### src/cgs_pkg.sv
// package: offsets, field positions, reset values and carriers for the page-0 status/control bank
package cgs_pkg;

   // register offsets within a page
   localparam logic [7:0] OFF_PAGE        = 8'h01;
   localparam logic [7:0] OFF_SER_ADDR    = 8'h0B;
   localparam logic [7:0] OFF_LIVE        = 8'h0C;
   localparam logic [7:0] OFF_INLOSS_LIVE = 8'h0D;
   localparam logic [7:0] OFF_LATCHED     = 8'h11;
   localparam logic [7:0] OFF_INLOSS_LAT  = 8'h12;
   localparam logic [7:0] OFF_STAT_MASK   = 8'h17;
   localparam logic [7:0] OFF_INLOSS_MASK = 8'h18;
   localparam logic [7:0] OFF_SOFT_RST    = 8'h1C;
   localparam logic [7:0] OFF_FSTEP       = 8'h1D;
   localparam logic [7:0] OFF_PWR_CTRL    = 8'h1E;
   localparam logic [7:0] OFF_REF_SEL     = 8'h21;

   // the only page every register but the page register answers on
   localparam logic [7:0] PAGE_ZERO       = 8'h00;

   // field positions
   localparam int SER_ADDR_LSB   = 2;
   localparam int SER_ADDR_MSB   = 6;
   localparam int ST_CAL         = 0;
   localparam int ST_XTAL        = 1;
   localparam int ST_REF         = 2;
   localparam int ST_UNLOCK      = 3;
   localparam int ST_TIMEOUT     = 5;
   localparam int SOFT_RST_BIT   = 0;
   localparam int FREQ_STEP_UP_BIT       = 0;
   localparam int FREQ_STEP_DOWN_BIT       = 1;
   localparam int PDN_BIT        = 0;
   localparam int HARD_RST_BIT   = 1;
   localparam int SYNC_BIT       = 2;
   localparam int SEL_REG_BIT    = 0;
   localparam int SEL_LSB        = 1;
   localparam int SEL_MSB        = 2;

   // used bits of the status-shaped registers
   localparam logic [7:0] STATUS_USED = 8'h2F;
   localparam logic [7:0] INLOSS_USED = 8'h0F;

   // values after reset
   localparam logic [7:0] PAGE_RST     = 8'h00;
   localparam logic [4:0] SER_ADDR_RST = 5'h1D;  // arbitrary neutral default
   localparam logic [7:0] MASK_RST     = 8'h00;
   localparam logic [7:0] FLAG_RST     = 8'h00;
   localparam logic [2:0] REF_SEL_RST  = 3'h0;
   localparam logic [1:0] PWR_RST      = 2'h0;

   // one register access from the serial management engine
   typedef struct packed {
      logic       wr;
      logic       rd;
      logic [7:0] addr;
      logic [7:0] wdata;
   } cgs_req_t;

   // live alarm conditions from the analog and loop logic
   typedef struct packed {
      logic       bus_timeout;
      logic       unlocked_status;
      logic       reference_missing;
      logic       crystal_signal_loss;
      logic       calibrating_status;
      logic [3:0] input_signal_loss;  // feedback, two, one, zero
   } cgs_alarm_t;

endpackage

### src/cgs_regs.sv
// page-0 status, alarm, mask and device control register bank
`timescale 1ns/10ps
module cgs_regs (
   input  wire logic              mclk,
   input  wire logic              rst,
   input  wire cgs_pkg::cgs_req_t req,
   output logic [7:0]             rd_data,
   output logic                   rd_valid,
   input  wire cgs_pkg::cgs_alarm_t alarm_async,
   input  wire logic              address_select_pin_high,
   input  wire logic              address_select_pin_low,
   input  wire logic              ref_choice_pin_high,
   input  wire logic              ref_choice_pin_low,
   output logic [6:0]             serial_address,
   output logic [1:0]             ref_choice,
   output logic                   low_power_request,
   output logic                   hard_reset_level,
   output logic                   nvm_reload,
   output logic                   soft_reset_pulse,
   output logic                   freq_step_up,
   output logic                   freq_step_down,
   output logic                   divider_sync,
   output logic                   irq
);

   // synchroniser stages; stage one feeds only stage two
   cgs_pkg::cgs_alarm_t alarm_s1_r;
   cgs_pkg::cgs_alarm_t alarm_r;
   logic [3:0]          pins_s1_r;
   logic [3:0]          pins_r;

   // register state
   logic [7:0]          page_r;
   logic [4:0]          ser_addr_r;
   logic [7:0]          stat_flag_r;
   logic [7:0]          stat_flag_nxt;
   logic [3:0]          inloss_flag_r;
   logic [3:0]          inloss_flag_nxt;
   logic [7:0]          stat_mask_r;
   logic [3:0]          inloss_mask_r;
   logic [1:0]          pwr_r;
   logic [2:0]          ref_sel_r;
   logic [1:0]          fstep_r;
   logic                hard_prev_r;

   // decoded access
   logic                on_page0;
   logic                wr_page0;
   logic [7:0]          live_vec;
   logic [3:0]          inloss_vec;
   logic [7:0]          rd_nxt;

   // true when the enable is set and the address equals the given offset
   function automatic logic hit(input logic [7:0] off, input logic [7:0] a, input logic en);
      hit = en && (a == off);
   endfunction

   // two-flop synchronisers for alarms and pins
   always_ff @(posedge mclk) begin
      if (rst) begin
         alarm_s1_r <= '0;
         alarm_r    <= '0;
         pins_s1_r  <= 4'h0;
         pins_r     <= 4'h0;
      end else begin
         alarm_s1_r <= alarm_async;
         alarm_r    <= alarm_s1_r;
         pins_s1_r  <= {address_select_pin_high, address_select_pin_low, ref_choice_pin_high, ref_choice_pin_low};
         pins_r     <= pins_s1_r;
      end
   end

   // page-zero qualifiers; the page register itself answers on every page
   assign on_page0 = (page_r == cgs_pkg::PAGE_ZERO);
   assign wr_page0 = req.wr && on_page0;

   // live status word laid out at its documented bit positions
   always_comb begin
      live_vec                          = 8'h00;
      live_vec[cgs_pkg::ST_CAL]         = alarm_r.calibrating_status;
      live_vec[cgs_pkg::ST_XTAL]        = alarm_r.crystal_signal_loss;
      live_vec[cgs_pkg::ST_REF]         = alarm_r.reference_missing;
      live_vec[cgs_pkg::ST_UNLOCK]      = alarm_r.unlocked_status;
      live_vec[cgs_pkg::ST_TIMEOUT]     = alarm_r.bus_timeout;
   end
   assign inloss_vec = alarm_r.input_signal_loss;

   // page register, present on every page
   always_ff @(posedge mclk) begin
      if (rst) begin
         page_r <= cgs_pkg::PAGE_RST;
      end else if (hit(cgs_pkg::OFF_PAGE, req.addr, req.wr)) begin
         page_r <= req.wdata;
      end
   end

   // serial address upper field
   always_ff @(posedge mclk) begin
      if (rst) begin
         ser_addr_r <= cgs_pkg::SER_ADDR_RST;
      end else if (hit(cgs_pkg::OFF_SER_ADDR, req.addr, wr_page0)) begin
         ser_addr_r <= req.wdata[cgs_pkg::SER_ADDR_MSB:cgs_pkg::SER_ADDR_LSB];
      end
   end

   // full seven-bit address: register upper part, pin lower part
   always_ff @(posedge mclk) begin
      if (rst) begin
         serial_address <= 7'h00;
      end else begin
         serial_address <= {ser_addr_r, pins_r[3], pins_r[2]};
      end
   end

   // sticky next values: a write of 0 clears, a live condition sets and wins
   always_comb begin
      stat_flag_nxt   = stat_flag_r;
      inloss_flag_nxt = inloss_flag_r;
      if (soft_reset_pulse) begin
         stat_flag_nxt   = cgs_pkg::FLAG_RST;
         inloss_flag_nxt = 4'h0;
      end
      if (hit(cgs_pkg::OFF_LATCHED, req.addr, wr_page0)) begin
         stat_flag_nxt = stat_flag_r & req.wdata;
      end
      if (hit(cgs_pkg::OFF_INLOSS_LAT, req.addr, wr_page0)) begin
         inloss_flag_nxt = inloss_flag_r & req.wdata[3:0];
      end
      stat_flag_nxt   = (stat_flag_nxt | live_vec) & cgs_pkg::STATUS_USED;
      inloss_flag_nxt = inloss_flag_nxt | inloss_vec;
   end

   // sticky flag registers
   always_ff @(posedge mclk) begin
      if (rst) begin
         stat_flag_r   <= cgs_pkg::FLAG_RST;
         inloss_flag_r <= 4'h0;
      end else begin
         stat_flag_r   <= stat_flag_nxt;
         inloss_flag_r <= inloss_flag_nxt;
      end
   end

   // interrupt mask registers
   always_ff @(posedge mclk) begin
      if (rst) begin
         stat_mask_r   <= cgs_pkg::MASK_RST;
         inloss_mask_r <= 4'h0;
      end else begin
         if (hit(cgs_pkg::OFF_STAT_MASK, req.addr, wr_page0)) begin
            stat_mask_r <= req.wdata & cgs_pkg::STATUS_USED;
         end
         if (hit(cgs_pkg::OFF_INLOSS_MASK, req.addr, wr_page0)) begin
            inloss_mask_r <= req.wdata[3:0];
         end
      end
   end

   // interrupt: any latched flag whose mask bit is clear
   always_ff @(posedge mclk) begin
      if (rst) begin
         irq <= 1'b0;
      end else begin
         irq <= (|(stat_flag_r & ~stat_mask_r)) |
                (|(inloss_flag_r & ~inloss_mask_r));
      end
   end

   // soft reset: one-cycle action, the bit never reads back as 1
   always_ff @(posedge mclk) begin
      if (rst) begin
         soft_reset_pulse <= 1'b0;
      end else begin
         soft_reset_pulse <= hit(cgs_pkg::OFF_SOFT_RST, req.addr, wr_page0) &&
                             req.wdata[cgs_pkg::SOFT_RST_BIT];
      end
   end

   // frequency step bits: write stores, next cycle clears; rising edge fires
   always_ff @(posedge mclk) begin
      if (rst) begin
         fstep_r        <= 2'h0;
         freq_step_up   <= 1'b0;
         freq_step_down <= 1'b0;
      end else begin
         if (hit(cgs_pkg::OFF_FSTEP, req.addr, wr_page0)) begin
            fstep_r <= {req.wdata[cgs_pkg::FREQ_STEP_DOWN_BIT], req.wdata[cgs_pkg::FREQ_STEP_UP_BIT]};
         end else begin
            fstep_r <= 2'h0;
         end
         freq_step_up   <= hit(cgs_pkg::OFF_FSTEP, req.addr, wr_page0) &&
                           req.wdata[cgs_pkg::FREQ_STEP_UP_BIT] && !fstep_r[0];
         freq_step_down <= hit(cgs_pkg::OFF_FSTEP, req.addr, wr_page0) &&
                           req.wdata[cgs_pkg::FREQ_STEP_DOWN_BIT] && !fstep_r[1];
      end
   end

   // power down and hard reset are plain stored bits; sync is a pulse
   always_ff @(posedge mclk) begin
      if (rst) begin
         pwr_r        <= cgs_pkg::PWR_RST;
         divider_sync <= 1'b0;
      end else begin
         divider_sync <= 1'b0;
         if (hit(cgs_pkg::OFF_PWR_CTRL, req.addr, wr_page0)) begin
            pwr_r        <= {req.wdata[cgs_pkg::HARD_RST_BIT], req.wdata[cgs_pkg::PDN_BIT]};
            divider_sync <= req.wdata[cgs_pkg::SYNC_BIT];
         end
      end
   end

   // hard reset level, and a reload request on its rising edge
   always_ff @(posedge mclk) begin
      if (rst) begin
         hard_prev_r       <= 1'b0;
         nvm_reload        <= 1'b0;
         low_power_request <= 1'b0;
         hard_reset_level  <= 1'b0;
      end else begin
         hard_prev_r       <= pwr_r[1];
         nvm_reload        <= pwr_r[1] && !hard_prev_r;
         low_power_request <= pwr_r[0];
         hard_reset_level  <= pwr_r[1];
      end
   end

   // reference input selection register
   always_ff @(posedge mclk) begin
      if (rst) begin
         ref_sel_r <= cgs_pkg::REF_SEL_RST;
      end else if (hit(cgs_pkg::OFF_REF_SEL, req.addr, wr_page0)) begin
         ref_sel_r <= req.wdata[cgs_pkg::SEL_MSB:cgs_pkg::SEL_REG_BIT];
      end
   end

   // effective reference: pins or register field
   always_ff @(posedge mclk) begin
      if (rst) begin
         ref_choice <= 2'h0;
      end else if (ref_sel_r[cgs_pkg::SEL_REG_BIT]) begin
         ref_choice <= ref_sel_r[cgs_pkg::SEL_MSB:cgs_pkg::SEL_LSB];
      end else begin
         ref_choice <= pins_r[1:0];
      end
   end

   // read multiplexer; other pages show only the page register
   always_comb begin
      rd_nxt = 8'h00;
      if (req.addr == cgs_pkg::OFF_PAGE) begin
         rd_nxt = page_r;
      end else if (on_page0) begin
         unique case (req.addr)
            cgs_pkg::OFF_SER_ADDR:    rd_nxt = {1'b0, ser_addr_r, 2'b00};
            cgs_pkg::OFF_LIVE:        rd_nxt = live_vec;
            cgs_pkg::OFF_INLOSS_LIVE: rd_nxt = {4'h0, inloss_vec};
            cgs_pkg::OFF_LATCHED:     rd_nxt = stat_flag_r;
            cgs_pkg::OFF_INLOSS_LAT:  rd_nxt = {4'h0, inloss_flag_r};
            cgs_pkg::OFF_STAT_MASK:   rd_nxt = stat_mask_r;
            cgs_pkg::OFF_INLOSS_MASK: rd_nxt = {4'h0, inloss_mask_r};
            cgs_pkg::OFF_FSTEP:       rd_nxt = {6'h00, fstep_r};
            cgs_pkg::OFF_PWR_CTRL:    rd_nxt = {6'h00, pwr_r};
            cgs_pkg::OFF_REF_SEL:     rd_nxt = {5'h00, ref_sel_r};
            default:                  rd_nxt = 8'h00;  // soft reset and unused read 0
         endcase
      end
   end

   // registered read answer, one cycle after the request
   always_ff @(posedge mclk) begin
      if (rst) begin
         rd_data  <= 8'h00;
         rd_valid <= 1'b0;
      end else begin
         rd_valid <= req.rd;
         if (req.rd) begin
            rd_data <= rd_nxt;
         end
      end
   end

endmodule // cgs_regs

### config.mk
export PLATFORM = sky130hd
export DESIGN_NAME = cgs_regs
export DESIGN_NICKNAME = d
export VERILOG_FILES = /design/src/cgs_pkg.sv /design/src/cgs_regs.sv
export SDC_FILE = /design/constraint.sdc
export NUM_CORES = 1
export LEC_CHECK = 0
export ABC_AREA = 1
export ABC_CLOCK_PERIOD_IN_PS = 3300
export BUFFER_PORTS_ARGS = -buffer_cell sky130_fd_sc_hd__clkbuf_2
export CORE_ASPECT_RATIO = 1.4
export CORE_UTILIZATION = 60
export CTS_CLUSTER_SIZE = 10
export DETAILED_ROUTE_END_ITERATION = 10
export HOLD_SLACK_MARGIN = 0.03
export PLACE_DENSITY_LB_ADDON = 0.08
export SLEW_MARGIN = 20
export SYNTH_ARGS = -nofsm -noshare
export SYNTH_HDL_FRONTEND = slang
export SYNTH_SLANG_ARGS = --single-unit
### constraint.sdc
create_clock -name mclk -period 3.3 [get_ports mclk]
set_clock_uncertainty 0.15 [all_clocks]
set_input_delay 0.66 -clock mclk [delete_from_list [all_inputs] [get_ports mclk]]
set_output_delay 0.66 -clock mclk [all_outputs]
set_load 0.005 [all_outputs]
==> Word level (Yosys, flattened, before mapping) <==
Index checks and enable logic that the tools add are counted.
{ "classes": {"add_sub_neg": 0, "multipliers": 0, "div_mod_pow": 0, "n_lt_le_gt_ge": 0, "n_eq_ne": 12, "shifts": 0, "mux": 8, "bitwise_logic": 11, "n_reduce_logical": 25} }
{ "ops": {"columns": ["op", "count"], "rows": [
  ["$pmux W7 S10", 1],
  ["$eq A8 B5 Y1 const B", 7],
  ["$eq A8 B4 Y1 const B", 3],
  ["$logic_and A1 B1 Y1", 17],
  ["$mux W8", 2],
  ["$mux W6", 2],
  ["$and A4 B4 Y4", 2],
  ["$and A6 B8 Y8", 1],
  ["$eq A8 B1 Y1 const B", 1],
  ["$eq A8 B6 Y1 const B", 1],
  ["$logic_not A8 Y1", 1],
  ["$mux W4", 2],
  ["$not A6 Y8", 1],
  ["$reduce_or A8 Y1", 1],
  ["$and A6 B6 Y6", 1],
  ["$or A6 B6 Y6", 1],
  ["$not A4 Y4", 1],
  ["$or A4 B4 Y4", 1],
  ["$reduce_or A2 Y1", 2],
  ["$reduce_or A4 Y1", 1],
  ["$logic_not A1 Y1", 3],
  ["$mux W2", 1],
  ["$not A1 Y1", 2],
  ["$or A1 B1 Y1", 1]
]} }
{ "totals": {"register_bits": 90, "latch_bits": 0, "ramBits": 0, "mem_bits_ro": 0, "in_bits": 33, "output_inout_bits": 26, "wordCells": 91, "n_memories": 0} }

==> Depth between registers and ports, before layout <==
{ "logic_depth": {"word_depth": 5, "depth_mapped": 11, "mapped_depth_nobuf": 11} }

==> Worst setup path before layout <==
No wires, ideal clock.
{ "synth_timing": {"kind": "input port to flip-flop", "start": "input req[11] (netlist bit)", "end": "register inloss_flag_r[0]", "setup_time_ps": 113, "arrival_ps": 1533, "t_required_ps": 3037, "path_slack_ps": 1504, "cell_stages": 10, "n_path_buf": 0, "path_cell_list": "inv_1 nand2_1 nor2_2 nand2_1 nor2_4 inv_2 nand3_1 nand2_1 o21ai_1 inv_1"} }
{ "synth_between": {"elab_chain_len": 4} }
{ "synth_rtl": {"columns": ["element", "line", "source"], "rows": [
  ["start, declared", "cgs_regs.sv:6", "input wire cgs_pkg::cgs_req_t req,"],
  ["$eq A8 B5 Y1", "cgs_regs.sv:55", "hit = en && (a == off);"],
  ["$logic_and A1 B1 Y1", "cgs_regs.sv:55", null],
  ["$mux W4", "cgs_regs.sv:126", "if (hit(cgs_pkg::OFF_INLOSS_LAT, req.addr, wr_page0)) begin"],
  ["$or A4 B4 Y4", "cgs_regs.sv:130", "inloss_flag_nxt = inloss_flag_nxt | inloss_vec;"],
  ["end signal, assigned", "cgs_regs.sv:140", "inloss_flag_r <= inloss_flag_nxt;"],
  ["end, declared", "cgs_regs.sv:37", "logic [3:0] inloss_flag_r;"]
]} }
Every way passes these cells.
A chain may end at the register's enable or synchronous reset.

==> Worst setup path in the final report <==
{ "layout_timing": {"start": "input req[15] (netlist bit)", "end": "register inloss_flag_r[1]"} }
The elaborated chain is that of the path after synthesis.

==> metrics <==
status complete, no violations; post-CTS sizing 0; initial drt markers between 200 and 250; Worst Path Arrival between 2 and 2.5 ns; Post-Layout Cell Count roughly 630; unrepaired setup endpoints after global routing no; pre-CTS WS approximately 0.9 ns; Vias per Instance approximately 5.3; async set-reset flop share out of synthesis 0%; Worst path slowest cell nor2_2; antenna violations before repair 0; layout cells sized above 1 approximately a fifth; post-synth top area share 48.9%; DR vias ~3300; number of global-route vias before repair between 3000 and 4000; WL final between 8000 and 9000 um; CTS tree done; maxcap violations 0; PortBufs 58; nets@finish between 500 and 600; Largest stage delay, worst path 0.45 ns; Synth Area per Inst about 7.4 um2; routed len/inst 14.0 um; Max IR drop VDD about 0.43 mV; count of cell types in the netlist 29; clock-pin slew on the worst setup and hold paths around 0.090 ns; H-tree levels 3; diode count 0; Die Height about 95 um; static leakage 2.12 nW; Post-DRT Antenna Nets 0; fmax 483 MHz; Final Worst Setup Slack between 1 and 1.5 ns; Pwr Total between 2 and 2.5 mW; DRC violations left 0; DP Cell Count around 620; Row Count 33; fin. max-slew vios 0; core box area around 5900 um2; largest net degree at the start of global routing 46; ys flop type dfxtp_1; Layout area overhead 15.0%; placed cell area approximately 4000 um2; Post-CTS Hold Buffers 0; most frequent cell after synthesis dfxtp_1; final core utilization 71.7%; postcts setup bufs 0; Ys Warns 0; type of the tightest min-delay check flip-flop to flip-flop; Synth Net Count roughly 530; first drt pass iteration count 5; Clock Sinks 90; Reg-to-Reg Start page_r[0]$_SDFFE_PP0P_; Die ar. around 6500 um2; worst hold start alarm_s1_r[1]$_SDFF_PP0_; largest cells by area after synthesis dfxtp_1 (49%), nor2_1 (8.0%), nand3_1 (7.9%); root buf cell clkbuf_8; CTS Buf Count 9; max_slew headroom around a third; IO Count a little under 60; CP Cell Sequence clkbuf_2 > inv_1 > nand2_2 > nor2_2 > nand2_1 > nor2_4 > inv_2 > nand3_1 > nand2_1 > o21ai_1 > inv_1; final period utilization between 60% and 70%; die span in x 68.2 um; crit-path max FO 15; R2R Setup Slk between 1.5 and 2 ns; CTS Buffer Depth 2; Worst-Skew Late Latency between 0.3 and 0.4 ns; GPL Wtd Cong between 0.8 and 0.9; CP required 3.41 ns; synth cell count leaders dfxtp_1 (90), nor2_1 (78), inv_1 (75); # setup viols final 0; synthesized flop and latch total 90; minimum hold slack about 0.25 ns; fin area between 4000 and 5000 um2; Worst Setup End Kind flip-flop; Synth Instances 500; Yosys top cell by area dfxtp_1; Seq/Total Area, Yosys 48.9%; crit path from req[15]; number of synthesized flops with an enable pin 0; min Tclk post-route slightly above 2 ns; DP Wirelength around 6500 um; Starting Density between 60 and 70%; Setup Crit Path Kind primary input to flip-flop; Synth Cell Area roughly 3700 um2; startpoint type of the worst setup path primary input; pwr dens approximately 500 nW/um2; GRT Residual Overflow 0; final hold violation count 0; global-route wire length before repair about 14000 um; setup TNS 0 ns; Worst-Margin Slew 0.991 ns; total track usage around 30%
-- final cells by class --
| type | count | area, um2 |
|---|---|---|
| multi-input cells | 312 | 1490 |
| clock buffers | 9 | 124 |
| fillers | 484 | 1670 |
| inverters | 84 | 317 |
| well taps | 70 | 87.6 |
| flip-flops and latches | 90 | 1800 |
| repair buffers | 61 | 313 |
| clock inverters | 7 | 98.8 |
-- cell families after synthesis --
family / Yosys count / synth area share (%)
and+or+nand+nor: 228 / 28.8
buffers and inverters: 98 / 10.6
AOI/OAI and AO/OA: 84 / 11.7
DFF: 90 / 48.9
-- placed cells by master (no fill, tap or decap), drive strengths merged --
cell type / synthesis / routed
inv: 82 / 85
a211oi: 1 / 1
nand2: 68 / 68
clkinv: 2 / 3
nand3b: 5 / 5
dfxtp: 90 / 90
o221ai: 1 / 1
nor2: 93 / 93
nor4: 1 / 1
buf: 8 / 3
o211ai: 1 / 1
and3: 1 / 1
nor3: 2 / 2
nand3: 58 / 58
o21ai: 40 / 40
a21oi: 39 / 39
o22ai: 2 / 2
clkbuf: 6 / 67
bufinv: 0 / 2
clkinvlp: 0 / 1
-- critical path, delay by kind of cell --
kind / cells / cell delay, ns
AND/OR/NAND/NOR: 6 / 1.09
buffers and inverters: 4 / 0.29
AO/OA/AOI/OAI: 1 / 0.13
-- registers in the layout (all words and copies together) (netlist names), 5 cells and up --
register / flops
page_r: 8
stat_mask_r: 5
alarm_s1_r: 9
ser_addr_r: 5
alarm_r: 5
rd_data: 8
serial_address: 7
stat_flag_r: 5
-- report_power, final --
| group | internal (mW) | leakage (nW) | switching [mW] |
|---|---|---|---|
| combinational | 0.0529 | 1.27 | 0.0911 |
| sequential | 1.12 | 0.736 | 0.0172 |
| clock | 0.433 | 0.111 | 0.412 |
| total | 1.60 | 2.12 | 0.521 |
-- path summary, 6_finish.rpt --
check	to	cells after the start
max	inloss_flag_r[1]$_SDFF_PP0_	11
min	inloss_vec[1]$_SDFF_PP0_	2
max reg2reg	inloss_flag_r[1]$_SDFF_PP0_	10
min reg2reg	inloss_vec[1]$_SDFF_PP0_	2
-- layer usage --
layer | vias to the layer above | track usage [%] | share of wire (%) | wire, um
met1 | 1480 | 35.0 | 42 | 3740
met2 | 124 | 50.5 | 49 | 4380
met3 | 28 | 5.68 | 5.1 | 457
li1 | 1697 | - | - | -
met4 | 0 | 18.4 | 3.5 | 314
met5 | - | 0 | 0 | 0
Note: power is estimated with default switching activity, not from simulation.
